`src/hw/wdcr_defs.svh`:
```
// offsets, field positions, reset values and timing counts of the watchdog count readback block
// assumes a 32-bit APB slave, one register per aligned word
`ifndef WDCR_DEFS_SVH
`define WDCR_DEFS_SVH

// ****************************************************
// register byte addresses
// ****************************************************
`define WDCR_OFF_PERIOD   8'h00
`define WDCR_OFF_CLKWIN   8'h04
`define WDCR_OFF_PSLOW    8'h08
`define WDCR_OFF_PSHIGH   8'h0C
`define WDCR_OFF_TIMER    8'h10

// ****************************************************
// field positions
// ****************************************************
`define WDCR_SEN_BIT      0
`define WDCR_PS_LSB       1
`define WDCR_PS_MSB       5
`define WDCR_CS_LSB       4
`define WDCR_CS_MSB       6
`define WDCR_WIN_LSB      0
`define WDCR_WIN_MSB      2
`define WDCR_TMR_ARMED    2
`define WDCR_TMR_CNT_LSB  3
`define WDCR_TMR_CNT_MSB  6

// ****************************************************
// reset values
// ****************************************************
`define WDCR_RST_PS       5'h00
`define WDCR_RST_CS       3'h0
`define WDCR_RST_WIN      3'h7
`define WDCR_RST_PRESCALE_COUNT    18'h00000
`define WDCR_RST_CNT      4'h0

// ****************************************************
// timing: watchdog clock periods in ns, system clock 50 ns
// ****************************************************
`define WDCR_CLK_NS       50
`define WDCR_LF_NS        32258
`define WDCR_MF_NS        32000
`define WDCR_LF_CYC       ((`WDCR_LF_NS + `WDCR_CLK_NS - 1) / `WDCR_CLK_NS)
`define WDCR_MF_CYC       ((`WDCR_MF_NS + `WDCR_CLK_NS - 1) / `WDCR_CLK_NS)
`define WDCR_BASE_SHIFT   5
`define WDCR_MAX_SHIFT    18

`endif

```
`src/hw/wdcr_pkg.sv`:
```
// types of the watchdog count readback block
// assumes nothing of its surroundings
package wdcr_pkg;

  // ****************************************************
  // watchdog arming state, one-hot
  // ****************************************************
  typedef enum logic [1:0] {
    WDCR_DISARMED = 2'b01,
    WDCR_ARMED    = 2'b10
  } wdcr_state_t;

  typedef logic [2:0] wdcr_clksel_t;  // watchdog clock select code

endpackage

```
`src/hw/wdcr_tick_if.sv`:
```
// interface carrying the selected watchdog clock tick between divider and core
// assumes both ends run on the one system clock
`timescale 1ns/100ps
interface wdcr_tick_if;
  import wdcr_pkg::*;
  wdcr_clksel_t clockSelect;  // chosen watchdog clock source
  logic         tick;         // one-cycle enable per watchdog clock period

  modport src (input clockSelect, output tick);
  modport dst (output clockSelect, input tick);
endinterface

```
`src/hw/wdcr_tick_div.sv`:
```
// divider that turns the system clock into the selected watchdog clock tick
// assumes a synchronous active-high reset and a 20 MHz clock
`timescale 1ns/100ps
`include "wdcr_defs.svh"
module wdcr_tick_div #(
  parameter int LF_CYCLES = `WDCR_LF_CYC,
  parameter int MF_CYCLES = `WDCR_MF_CYC
) (
  input  wire logic clk,
  input  wire logic reset,
  wdcr_tick_if.src  tickIf
);
  import wdcr_pkg::*;

  logic [15:0] divCount;       // cycles since last tick
  logic [15:0] next_divCount;
  logic [15:0] divEnd;         // last count of the selected period

  // ****************************************************
  // period select and counter
  // ****************************************************
  // reserved select codes fall back to the slow source
  always_comb begin
    if (tickIf.clockSelect == 3'h1) begin
      divEnd = 16'(MF_CYCLES - 1);
    end else begin
      divEnd = 16'(LF_CYCLES - 1);
    end
    // a select change mid-period may stretch one period; harmless for a watchdog
    if (divCount >= divEnd) begin
      next_divCount = 16'h0000;
    end else begin
      next_divCount = divCount + 16'h0001;
    end
  end

  always_ff @(posedge clk) begin
    if (reset) begin
      divCount <= 16'h0000;
    end else begin
      divCount <= next_divCount;
    end
  end

  assign tickIf.tick = (divCount >= divEnd);

endmodule // wdcr_tick_div

```
`src/hw/wdcr_top.sv`:
```
// watchdog prescale and count readback with its control registers on APB
// assumes an APB master on clk, synchronous active-high reset, 20 MHz clock
//
// Contract
// - 18-bit prescale count spread over three registers
// - low register returns prescale bits 7:0
// - high register returns prescale bits 15:8
// - timer register bits 1:0 hold prescale 17:16
// - timer register bits 6:3 hold watchdog count
// - timer register bit 2 shows armed state
// - timer register bit 7 reads zero
// - readback registers read-only, zero after reset
//
// Implementation choices: the APB register port and the register addresses.
`timescale 1ns/100ps
`include "wdcr_defs.svh"
module wdcr_top #(
  parameter int LF_CYCLES = `WDCR_LF_CYC,
  parameter int MF_CYCLES = `WDCR_MF_CYC
) (
  input  wire logic        clk,
  input  wire logic        reset,
  input  wire logic        psel,
  input  wire logic        penable,
  input  wire logic        pwrite,
  input  wire logic [7:0]  paddr,
  input  wire logic [31:0] pwdata,
  output logic      [31:0] prdata,
  output logic             pready,
  output logic             pslverr,
  output wdcr_pkg::wdcr_state_t armedState
);
  import wdcr_pkg::*;

  // ****************************************************
  // declarations
  // ****************************************************
  wdcr_tick_if tickIf ();

  logic        softwareEnable;       // arms the watchdog
  logic [4:0]  periodSelect;         // prescale period code
  wdcr_clksel_t watchdogClockSelect; // tick source code
  logic [2:0]  windowSelect;         // stored only, no window logic here
  logic [17:0] prescaleCount;        // running prescaler
  logic [3:0]  watchdogCountValue;   // running count value
  wdcr_state_t state;                // armed or not
  logic        next_softwareEnable;
  logic [4:0]  next_periodSelect;
  wdcr_clksel_t next_watchdogClockSelect;
  logic [2:0]  next_windowSelect;
  logic [17:0] next_prescaleCount;
  logic [3:0]  next_watchdogCountValue;
  wdcr_state_t next_state;
  logic [31:0] next_prdata;
  logic        next_pslverr;
  logic        setupPhase;           // first cycle of a transfer
  logic        writeTaken;           // write takes effect now
  logic [17:0] prescaleEnd;          // last prescale value of a period

  // ****************************************************
  // decode helpers
  // ****************************************************
  // true for any address that holds a register
  function automatic logic isMapped(input logic [7:0] a);
    isMapped = (a == `WDCR_OFF_PERIOD) || (a == `WDCR_OFF_CLKWIN) || (a == `WDCR_OFF_PSLOW) ||
               (a == `WDCR_OFF_PSHIGH) || (a == `WDCR_OFF_TIMER);
  endfunction

  // period length is 32 ticks doubled per code step, capped at the prescaler width
  function automatic logic [17:0] periodLast(input logic [4:0] ps);
    logic [4:0] sh;
    sh = 5'(`WDCR_BASE_SHIFT) + ps;
    if (ps > 5'(`WDCR_MAX_SHIFT - `WDCR_BASE_SHIFT)) begin
      sh = 5'(`WDCR_MAX_SHIFT);
    end
    periodLast = 18'((19'h00001 << sh) - 19'h00001);
  endfunction

  assign setupPhase  = psel && !penable;
  assign writeTaken  = psel && penable && pwrite;
  assign pready      = 1'b1;  // zero wait states; answer in the access cycle
  assign prescaleEnd = periodLast(periodSelect);
  assign armedState  = state;
  assign tickIf.clockSelect = watchdogClockSelect;

  wdcr_tick_div #(
    .LF_CYCLES (LF_CYCLES),
    .MF_CYCLES (MF_CYCLES)
  ) u_tick (
    .clk    (clk),
    .reset  (reset),
    .tickIf (tickIf)
  );

  // ****************************************************
  // control registers
  // ****************************************************
  // readback registers have no write path at all
  always_comb begin
    next_softwareEnable      = softwareEnable;
    next_periodSelect        = periodSelect;
    next_watchdogClockSelect = watchdogClockSelect;
    next_windowSelect        = windowSelect;
    if (writeTaken) begin
      case (paddr)
        `WDCR_OFF_PERIOD: begin
          next_softwareEnable = pwdata[`WDCR_SEN_BIT];
          next_periodSelect   = pwdata[`WDCR_PS_MSB:`WDCR_PS_LSB];
        end
        `WDCR_OFF_CLKWIN: begin
          next_watchdogClockSelect = pwdata[`WDCR_CS_MSB:`WDCR_CS_LSB];
          next_windowSelect        = pwdata[`WDCR_WIN_MSB:`WDCR_WIN_LSB];
        end
        default: begin
          next_softwareEnable = softwareEnable;  // readback or unmapped: ignored
        end
      endcase
    end
  end

  always_ff @(posedge clk) begin
    if (reset) begin
      softwareEnable      <= 1'b0;
      periodSelect        <= `WDCR_RST_PS;
      watchdogClockSelect <= `WDCR_RST_CS;
      windowSelect        <= `WDCR_RST_WIN;
    end else begin
      softwareEnable      <= next_softwareEnable;
      periodSelect        <= next_periodSelect;
      watchdogClockSelect <= next_watchdogClockSelect;
      windowSelect        <= next_windowSelect;
    end
  end

  // ****************************************************
  // watchdog counting
  // ****************************************************
  // disarming clears both counters so a re-arm starts a fresh period
  always_comb begin
    next_state              = state;
    next_prescaleCount      = prescaleCount;
    next_watchdogCountValue = watchdogCountValue;
    case (state)
      WDCR_DISARMED: begin
        next_prescaleCount      = `WDCR_RST_PRESCALE_COUNT;
        next_watchdogCountValue = `WDCR_RST_CNT;
        if (softwareEnable) begin
          next_state = WDCR_ARMED;
        end
      end
      WDCR_ARMED: begin
        if (!softwareEnable) begin
          next_state = WDCR_DISARMED;
        end else if (tickIf.tick) begin
          if (prescaleCount >= prescaleEnd) begin
            next_prescaleCount      = `WDCR_RST_PRESCALE_COUNT;
            next_watchdogCountValue = watchdogCountValue + 4'h1;
          end else begin
            next_prescaleCount = prescaleCount + 18'h00001;
          end
        end
      end
      default: begin
        next_state = WDCR_DISARMED;
      end
    endcase
  end

  always_ff @(posedge clk) begin
    if (reset) begin
      state              <= WDCR_DISARMED;
      prescaleCount      <= `WDCR_RST_PRESCALE_COUNT;
      watchdogCountValue <= `WDCR_RST_CNT;
    end else begin
      state              <= next_state;
      prescaleCount      <= next_prescaleCount;
      watchdogCountValue <= next_watchdogCountValue;
    end
  end

  // ****************************************************
  // APB read path
  // ****************************************************
  // data latched in setup so it stands still through the access cycle
  always_comb begin
    next_prdata  = prdata;
    next_pslverr = pslverr;
    if (setupPhase) begin
      next_pslverr = !isMapped(paddr);
      next_prdata  = 32'h00000000;
      case (paddr)
        `WDCR_OFF_PERIOD: begin
          next_prdata[`WDCR_PS_MSB:`WDCR_PS_LSB] = periodSelect;
          next_prdata[`WDCR_SEN_BIT]             = softwareEnable;
        end
        `WDCR_OFF_CLKWIN: begin
          next_prdata[`WDCR_CS_MSB:`WDCR_CS_LSB]   = watchdogClockSelect;
          next_prdata[`WDCR_WIN_MSB:`WDCR_WIN_LSB] = windowSelect;
        end
        `WDCR_OFF_PSLOW: begin
          next_prdata[7:0] = prescaleCount[7:0];
        end
        `WDCR_OFF_PSHIGH: begin
          next_prdata[7:0] = prescaleCount[15:8];
        end
        `WDCR_OFF_TIMER: begin
          next_prdata[1:0] = prescaleCount[17:16];
          next_prdata[`WDCR_TMR_ARMED] = (state == WDCR_ARMED);
          next_prdata[`WDCR_TMR_CNT_MSB:`WDCR_TMR_CNT_LSB] = watchdogCountValue;
          next_prdata[7] = 1'b0;
        end
        default: begin
          next_prdata = 32'h00000000;
        end
      endcase
    end
  end

  always_ff @(posedge clk) begin
    if (reset) begin
      prdata  <= 32'h00000000;
      pslverr <= 1'b0;
    end else begin
      prdata  <= next_prdata;
      pslverr <= next_pslverr;
    end
  end

  // ****************************************************
  // assertions
  // ****************************************************
  property p_low_read;
    @(posedge clk) disable iff (reset)
    (setupPhase && paddr == `WDCR_OFF_PSLOW) |=> (prdata == {24'h000000, $past(prescaleCount[7:0])});
  endproperty
  a_low_read: assert property (p_low_read) else $error("low prescale readback wrong");

  property p_high_read;
    @(posedge clk) disable iff (reset)
    (setupPhase && paddr == `WDCR_OFF_PSHIGH) |=> (prdata == {24'h000000, $past(prescaleCount[15:8])});
  endproperty
  a_high_read: assert property (p_high_read) else $error("high prescale readback wrong");

  property p_tmr_low;
    @(posedge clk) disable iff (reset)
    (setupPhase && paddr == `WDCR_OFF_TIMER) |=> (prdata[1:0] == $past(prescaleCount[17:16]));
  endproperty
  a_tmr_low: assert property (p_tmr_low) else $error("timer register prescale bits wrong");

  property p_tmr_cnt;
    @(posedge clk) disable iff (reset)
    (setupPhase && paddr == `WDCR_OFF_TIMER) |=> (prdata[6:3] == $past(watchdogCountValue));
  endproperty
  a_tmr_cnt: assert property (p_tmr_cnt) else $error("timer register count bits wrong");

  // status bit must mirror the arming state seen at the setup edge
  property p_tmr_armed;
    @(posedge clk) disable iff (reset)
    (setupPhase && paddr == `WDCR_OFF_TIMER) |=> (prdata[`WDCR_TMR_ARMED] == ($past(state) == WDCR_ARMED));
  endproperty
  a_tmr_armed: assert property (p_tmr_armed) else $error("armed status bit wrong");

  // enable held high means armed one clock later
  property p_arm_follow;
    @(posedge clk) disable iff (reset)
    softwareEnable |=> (state == WDCR_ARMED);
  endproperty
  a_arm_follow: assert property (p_arm_follow) else $error("armed state does not follow enable");

  property p_tmr_top;
    @(posedge clk) disable iff (reset)
    (psel && penable && paddr == `WDCR_OFF_TIMER) |-> (prdata[31:7] == 25'h0000000);
  endproperty
  a_tmr_top: assert property (p_tmr_top) else $error("timer register top bits not zero");

  property p_reset_zero;
    @(posedge clk)
    reset |=> (prescaleCount == 18'h00000 && watchdogCountValue == 4'h0 && state == WDCR_DISARMED);
  endproperty
  a_reset_zero: assert property (p_reset_zero) else $error("readback not zero after reset");

  property p_ro_write;
    @(posedge clk) disable iff (reset)
    (writeTaken && !tickIf.tick && state == WDCR_ARMED && softwareEnable && paddr == `WDCR_OFF_PSLOW)
      |=> (prescaleCount == $past(prescaleCount));
  endproperty
  a_ro_write: assert property (p_ro_write) else $error("write changed readback");

  property p_prescale_step;
    @(posedge clk) disable iff (reset)
    (state == WDCR_ARMED && softwareEnable && tickIf.tick && prescaleCount < prescaleEnd)
      |=> (prescaleCount == $past(prescaleCount) + 18'h00001);
  endproperty
  a_prescale_step: assert property (p_prescale_step) else $error("prescaler did not step on tick");

  property p_count_step;
    @(posedge clk) disable iff (reset)
    (state == WDCR_ARMED && softwareEnable && tickIf.tick && prescaleCount >= prescaleEnd)
      |=> (prescaleCount == 18'h00000 && watchdogCountValue == $past(watchdogCountValue) + 4'h1);
  endproperty
  a_count_step: assert property (p_count_step) else $error("count did not advance at period end");

  // only checked right after a tick under an unchanged period; a shorter period
  // written while armed may leave the count above the end until the next tick
  property p_prescale_bound;
    @(posedge clk) disable iff (reset)
    (state == WDCR_ARMED && $past(tickIf.tick) && $stable(periodSelect)) |-> (prescaleCount <= prescaleEnd);
  endproperty
  a_prescale_bound: assert property (p_prescale_bound) else $error("prescaler past period end");

endmodule // wdcr_top

```
`config.mk`:
```
export PLATFORM = sky130hd
export DESIGN_NAME = wdcr_top
export DESIGN_NICKNAME = d
export VERILOG_FILES = /design/src/hw/wdcr_pkg.sv /design/src/hw/wdcr_tick_if.sv /design/src/hw/wdcr_tick_div.sv /design/src/hw/wdcr_top.sv
export VERILOG_INCLUDE_DIRS = /design/src /design/src/hw
export SDC_FILE = /design/constraint.sdc
export NUM_CORES = 1
export LEC_CHECK = 0
export BUFFER_PORTS_ARGS = -buffer_cell sky130_fd_sc_hd__buf_2
export CAP_MARGIN = 20
export CELL_PAD_IN_SITES_DETAIL_PLACEMENT = 1
export CELL_PAD_IN_SITES_GLOBAL_PLACEMENT = 2
export CORE_UTILIZATION = 35
export DETAILED_ROUTE_END_ITERATION = 16
export MAX_ROUTING_LAYER = met4
export PLACE_DENSITY = 0.86
export SLEW_MARGIN = 15
export SYNTH_ARGS = -nofsm -noshare
export SYNTH_HDL_FRONTEND = slang
export SYNTH_SLANG_ARGS = --single-unit
```
`constraint.sdc`:
```
create_clock -name clk -period 7.3 [get_ports clk]
set_clock_uncertainty 0.1 [all_clocks]
set_input_delay 1.46 -clock clk [delete_from_list [all_inputs] [get_ports clk]]
set_output_delay 1.46 -clock clk [all_outputs]
set_load 0.05 [all_outputs]
```
==> out/metrics.csv, run 1 <==
metric,value,unit
final wirelength,11300,um
net count of the finished layout,611,
number of I/O port buffers,30,
setup fix buffers added after clock tree synthesis,0,
vias after detailed routing,3708,
type of the setup path with the least slack,flip-flop to flip-flop,
HPWL reported at the end of detailed placement,8170,um
total area of multi-input combinational cells,2620,um2
logic depth of the worst register-to-register path,19,
maximum net fanout on the critical path,22,
detailed-router iteration count before antenna repair,4,
deepest clock path buffer count,2,
endpoint required time on the critical path,7.42,ns
cell area after synthesis,4120,um2
aggregate global-route resource usage,0.192,
most used flip-flop cell after synthesis,sky130_fd_sc_hd__dfxtp_1,
worst vdd ir,0.000129,V
initial drt markers,157,
number of global-route vias before repair,3764,
power density cells,177,nW/um2
fraction of final layout cells sized beyond drive strength 1,0.116,
total number of H-tree levels,3,
share of synthesized area occupied by flip-flops and latches,0.297,
antenna violation net count after detailed routing,0,
Core Box Area,11400,um2
effective utilization at floorplan,0.360,
Post-Synthesis Cells,513,
Final Slew Violations,0,
element type at the critical path end,flip-flop,
highest clock frequency the design can meet,181,MHz
"Warnings, synthesis",0,
full die area,12200,um2
"EDFF count, synth",0,
CTS Root Buffer Type,sky130_fd_sc_hd__clkbuf_16,
CTS buffer count,9,
end of the worst register-to-register path,prescaleCount[13],
chip height,110,um
grt ovf,0,
RePlAce Congestion,0.811,
fin crit period,5.52,ns
Tightest Hold Check Type,flip-flop to flip-flop,
total inserted antenna cells,0,
wire length of the first global-routing pass,18500,um
unrepaired setup endpoints after global routing,false,
Die X,110,um
worst-case register-to-register setup slack,1.78,ns
later-pin clock latency in the skew report,0.33,ns
run status,"finished, final reports clean",
I/O pins,81,
Wirelength per Cell,16.5,um
Area contributors post-synth,"sky130_fd_sc_hd__dfxtp_1 30%, sky130_fd_sc_hd__ha_1 9.1%, sky130_fd_sc_hd__nor2_1 5.1%",
clock tree from TritonCTS,built,
number of failing setup endpoints in the final timing report,0,
Residual DRC,0,
post-cts hold buffer count,0,
end of the critical path,prescaleCount[13],
area share of the largest cell type after synthesis,0.297,
critical path launch point,periodSelect[0],
CTS sink count,61,
Rows,39,
setup_tns,0,ns
"FFs w/ async S/R, synth",0,
CTS resizes,0,
final critical-path share of the clock period,0.756,
CP arrival,5.64,ns
post-synthesis area per instance,8.02,um2
post-CTS clock slew at the launch and capture registers of the worst setup and hold paths,0.05,ns
number of synthesized register bits,61,
worst-margin pin slew,0.933,ns
Max-slew headroom,0.376,
cell type with the largest total area after synthesis,sky130_fd_sc_hd__dfxtp_1,
max-cap violation count,0,
number of cells in the design after placement,668,
average vias per placed instance,5.42,
fill count,1431,
leakage dissipation,0.00184,uW
beginning of the worst register-to-register path,periodSelect[0],
CP Launch Type,flip-flop,
area growth from synthesis to layout,10.7,%
Hold Fails Final Rpt,0,
Sequential cell area,1220,um2
count of unique library cells instantiated by Yosys,58,
fin cells,684,
number of antenna violations at the first check in global routing,0,
largest net degree at the start of global routing,52,
worst min path at each step:
stage / from / to / slack, ns / depth (start not counted)
2_1_floorplan: windowSelect[0] / windowSelect[0] / 0.34 / 1
3_3_place_gp: prdata[7] / prdata[7] / 0.35 / 2
3_5_place_dp: prdata[7] / prdata[7] / 0.35 / 2
4_1_cts: prdata[7] / prdata[7] / 0.36 / 2
5_1_grt: prdata[7] / prdata[7] / 0.38 / 2
6_report: prdata[7] / prdata[7] / 0.36 / 2
cells in the mapped netlist (2+ instances only):
master                      count
sky130_fd_sc_hd__a22oi_1        5
sky130_fd_sc_hd__o32ai_1        3
sky130_fd_sc_hd__mux2_2         6
sky130_fd_sc_hd__a31oi_1       10
sky130_fd_sc_hd__a221oi_1       5
sky130_fd_sc_hd__mux2i_1       16
sky130_fd_sc_hd__dfxtp_1       61
sky130_fd_sc_hd__a211oi_1      13
sky130_fd_sc_hd__nor4_1         5
sky130_fd_sc_hd__o21ai_0       14
sky130_fd_sc_hd__nand2_1       45
sky130_fd_sc_hd__o41ai_1        3
sky130_fd_sc_hd__buf_6          3
sky130_fd_sc_hd__a2111oi_0      2
sky130_fd_sc_hd__buf_2          5
sky130_fd_sc_hd__nor2b_1        9
sky130_fd_sc_hd__inv_1         20
sky130_fd_sc_hd__buf_4         27
sky130_fd_sc_hd__conb_1         2
sky130_fd_sc_hd__nor3_1        16
sky130_fd_sc_hd__o2bb2ai_1      2
sky130_fd_sc_hd__nor3b_1        2
sky130_fd_sc_hd__a211o_1        3
sky130_fd_sc_hd__o211ai_1       6
sky130_fd_sc_hd__nand4_1       14
sky130_fd_sc_hd__o21a_1         3
sky130_fd_sc_hd__a21oi_1       25
sky130_fd_sc_hd__nand3_1       29
sky130_fd_sc_hd__or2_2          2
sky130_fd_sc_hd__a21o_1         3
sky130_fd_sc_hd__xnor2_1        9
sky130_fd_sc_hd__ha_1          30
sky130_fd_sc_hd__nor2_1        56
sky130_fd_sc_hd__clkbuf_1      14
sky130_fd_sc_hd__nand2b_1       8
sky130_fd_sc_hd__and3_1         2
sky130_fd_sc_hd__o22ai_1        3
sky130_fd_sc_hd__xor2_1         6
sky130_fd_sc_hd__or3_1          7
routing by layer:
layer  GRT usage  wire length (um)  vias to the layer above
li1            -                 -                     1844
met1       0.238              5450                     1797
met2       0.318              5350                       56
met3      0.0329               306                       11
met4      0.0578               160                        0
met5           -                 0                        -
kinds of logic after synthesis:
kind of cell	Yosys count	share of synthesized area
XOR/XNOR	15	0.0319
flip-flops	61	0.297
buffers and inverters	71	0.0964
AO/OA/AOI/OAI	107	0.175
AND/OR/NAND/NOR	205	0.252
multiplexers	22	0.0553
adder cells (fa/ha/maj)	30	0.0912
other	2	0.00182
area by class of cell:
cell class	count	share of cell area
Multi-Input combinational cell	410	0.576
Sequential cell	61	0.268
Clock buffer	12	0.0563
Tap cell	143	0.0393
Timing Repair Buffer	33	0.0379
Inverter	21	0.0173
Clock inverter	4	0.00495
critical path, stage by stage, from the launching register on:
cell and delay, ns:
sky130_fd_sc_hd__dfxtp_1 0.63, sky130_fd_sc_hd__ha_1 0.32, sky130_fd_sc_hd__o21ai_0 0.10, sky130_fd_sc_hd__nand2b_1 0.20
sky130_fd_sc_hd__clkinv_1 0.24, sky130_fd_sc_hd__nand2_1 0.30, sky130_fd_sc_hd__inv_1 0.14, sky130_fd_sc_hd__nand4_1 0.14
sky130_fd_sc_hd__ha_1 0.46, sky130_fd_sc_hd__nand2_1 0.17, sky130_fd_sc_hd__nor3_1 0.18, sky130_fd_sc_hd__a21oi_1 0.07
sky130_fd_sc_hd__o22ai_1 0.19, sky130_fd_sc_hd__ha_1 0.27, sky130_fd_sc_hd__a21o_1 0.16, sky130_fd_sc_hd__a21oi_1 0.15
sky130_fd_sc_hd__o41ai_1 0.10, sky130_fd_sc_hd__o21ai_2 0.73, sky130_fd_sc_hd__nand3_1 0.35, sky130_fd_sc_hd__o41ai_1 0.39
sequential cells by signal, indices dropped and copies added (netlist names):
name,count
watchdogCountValue,4
windowSelect,3
tickIf.clockSelect,3
prdata,8
u_tick.divCount,16
pslverr,1
prescaleCount,18
armedState,2
periodSelect,5
softwareEnable,1
report_power, final:
| group | internal, uW | leakage [uW] | switching, uW |
|---|---|---|---|
| logic | 11.0 | 0.00121 | 53.9 |
| registers | 338 | 0.000495 | 1.78 |
| clock network | 246 | 0.000138 | 155 |
| total | 595 | 0.00184 | 210 |
placed cells by master (no fill, tap or decap), drive strengths merged, types with 10 or more instances in the layout:
master / n
o21ai: 15
mux2i: 16
a211oi: 13
dfxtp: 61
conb: 31
nand4: 15
a21oi: 25
nand3: 29
clkbuf: 12
nor2: 56
a31oi: 10
nand2: 45
ha: 30
inv: 20
nor3: 17
buf: 33
per-stage QoR:
stage                     total power (uW)  area [um2]  utilization  hold WS (ns)  setup slack (ns)
after global placement                 410        4280        0.374         0.347              1.91
after global routing                   832        4550        0.399         0.377              1.32
after detailed placement               411        4280        0.374         0.347              1.90
after CTS                              816        4550        0.399         0.360              1.87
final                                  805        4550        0.399         0.357              1.78
after floorplan                        408        4220            -         0.335              3.21
(Power assumes the default switching activity.)
==> run 2, diff against run 1 <==
- CORE_UTILIZATION: 35 -> 32
- PLACE_DENSITY: 0.86 -> 0.8
- clock period: 7.3 -> 5.7 ns (I/O delays scaled with it)
==> out/metrics.csv, run 2 (synthesis results as in run 1) <==
metric,value,unit,change
run status,"finished, final reports clean",,
later-pin clock latency in the skew report,0.33,ns,about the same
Wirelength per Cell,15.3,um,-6.9%
area growth from synthesis to layout,12.9,%,
leakage dissipation,0.00188,uW,+1.8%
element type at the critical path end,flip-flop,,
largest net degree at the start of global routing,52,,unchanged
delay contributed by the slowest stage of the critical path,0.49,ns,-0.24 ns
layer with the highest usage after global routing,met2,,
deepest clock path buffer count,2,,unchanged
top cell family by delay on the critical path,compound AO/OA/AOI/OAI gates,,
Tightest Hold Check Type,flip-flop to flip-flop,,
RePlAce Congestion,0.795,,-1.9%
number of cells on the worst hold path,2,,unchanged
endpoint required time on the critical path,5.82,ns,-1.60 ns
critical path depth in cells,19,,unchanged
vias after detailed routing,3688,,-0.54%
"top library cells by usage in the layout, fill and taps aside","61 x sky130_fd_sc_hd__dfxtp_1, 56 x sky130_fd_sc_hd__nor2_1, 45 x sky130_fd_sc_hd__nand2_1, 31 x sky130_fd_sc_hd__conb_1",,
setup fix buffers added after clock tree synthesis,0,,unchanged
final wirelength,11000,um,-2.6%
CTS sink count,61,,unchanged
grt ovf,0,,unchanged
unrepaired setup endpoints after global routing,false,,
"flip-flop count of the largest register, all copies and words added",18,,unchanged
global-route track usage on met3,0.0269,,-0.00605
number of global-route vias before repair,3665,,-2.6%
CTS resizes,0,,unchanged
total number of H-tree levels,3,,unchanged
worst-margin pin slew,0.979,ns,+0.0460 ns
final critical-path share of the clock period,0.875,,+0.119
full die area,13300,um2,+9.2%
register bank with the most flops,prescaleCount,,
average vias per placed instance,5.15,,-5.0%
aggregate global-route resource usage,0.184,,-0.00791
Core Box Area,12600,um2,+10%
number of I/O port buffers,30,,unchanged
post-cts hold buffer count,0,,unchanged
CTS buffer count,9,,unchanged
most frequent standard cell in the layout excluding fill and tap cells,sky130_fd_sc_hd__dfxtp_1,,
leading registers by flop count,"prescaleCount: 18 flops, u_tick.divCount: 16 flops, prdata: 8 flops",,
Hold Fails Final Rpt,0,,unchanged
most repeated library cell on the critical path,sky130_fd_sc_hd__ha_1,,
GR met1 Demand/Resource,0.245,,+0.00650
HPWL reported at the end of detailed placement,8260,um,+1.1%
Die X,115,um,+4.5%
highest clock frequency the design can meet,201,MHz,+11%
Hold Worst Slack,0.365,ns,+0.00769 ns
fraction of final layout cells sized beyond drive strength 1,0.123,,+0.00671
type of the setup path with the least slack,flip-flop to flip-flop,,
met2 Track Usage GR,0.284,,-0.0342
CP Cell Sequence,"ha_1, o21ai_0, nand2b_1, clkinv_1, nand2_1, inv_1, nand4_1, ha_1, nand2_1, nor3_1, a21oi_1, o22ai_1, ha_1, a21o_1, a21oi_1, o41ai_1, o21ai_2, nand3_1, o41ai_1",,
antenna violation net count after detailed routing,0,,unchanged
logic depth of the worst register-to-register path,19,,unchanged
total inserted antenna cells,0,,unchanged
net count of the finished layout,617,,+0.98%
Residual DRC,0,,unchanged
detailed-router iteration count before antenna repair,4,,unchanged
total area of multi-input combinational cells,2620,um2,unchanged
max-cap violation count,0,,unchanged
CTS Root Buffer Type,sky130_fd_sc_hd__clkbuf_16,,
slowest stage cell on the critical path,sky130_fd_sc_hd__o21ai_2,,
Final Slew Violations,0,,unchanged
number of antenna violations at the first check in global routing,0,,unchanged
Sequential cell area,1220,um2,unchanged
clock tree from TritonCTS,built,,
setup_tns,0,ns,unchanged
worst vdd ir,0.000184,V,+43%
fin crit period,4.98,ns,-0.531 ns
initial drt markers,163,,+3.8%
wire length of the first global-routing pass,18500,um,+0.30%
effective utilization at floorplan,0.327,,-0.0330
CP Launch Type,flip-flop,,
Max-slew headroom,0.347,,-0.0294
Rows,41,,+5.1%
chip height,115,um,+4.5%
number of buffer and inverter instances along the worst setup path,2,,unchanged
number of failing setup endpoints in the final timing report,0,,unchanged
post-CTS clock slew at the launch and capture registers of the worst setup and hold paths,0.05,ns,about the same
maximum net fanout on the critical path,14,,-36%
I/O pins,81,,unchanged
fill count,1512,,+5.7%
power density cells,227,nW/um2,+28%
CP arrival,5.11,ns,-0.53 ns
-- run 2: tightest hold or removal path, delay by kind of cell, from the launching register on --
kind,cells,cell delay (ns)
flip-flops,1,0.31
AND/OR/NAND/NOR,1,0.06
AO/OA/AOI/OAI,1,0.05
-- run 2: layout make-up --
class,instances,area share
Multi-Input combinational cell,410,0.565
Sequential cell,61,0.263
Clock buffer,11,0.0544
Timing Repair Buffer,39,0.0469
Tap cell,172,0.0463
Inverter,21,0.0170
Clock inverter,2,0.00754
-- run 2: final timing paths --
kind | from | end | slack (ns)
worst max-delay path | periodSelect[1] | prescaleCount[13] | 0.72
worst min-delay path | prdata[7] | prdata[7] | 0.37
worst max register to register | periodSelect[1] | prescaleCount[13] | 0.72
worst min register to register | prdata[7] | prdata[7] | 0.37
-- run 2: power by group --
part,total [uW],switching (uW),internal [uW]
registers,435,2.29,433
logic,83.3,69.2,14.0
clock network,537,184,353
total,1060,255,800
-- run 2: metrics by stage --
stage / instance area, um2 / total power (uW) / utilization / std cells / setup WS [ns]
6_report: 4640 / 1060 / 0.370 / 716 / 0.715
5_1_grt: 4640 / 1090 / 0.370 / 716 / 0.180
4_1_cts: 4640 / 1070 / 0.370 / 716 / 0.717
3_5_place_dp: 4360 / 527 / 0.347 / 703 / 0.753
3_3_place_gp: 4360 / 526 / 0.347 / 703 / 0.838
2_1_floorplan: 4220 / 522 / - / 542 / 1.61
-- run 2: routing by layer --
| metal | up-vias | wire, um |
|---|---|---|
| li1 | 1860 | - |
| met1 | 1777 | 5370 |
| met2 | 39 | 5210 |
| met3 | 12 | 244 |
| met4 | 0 | 156 |
| met5 | - | 0 |
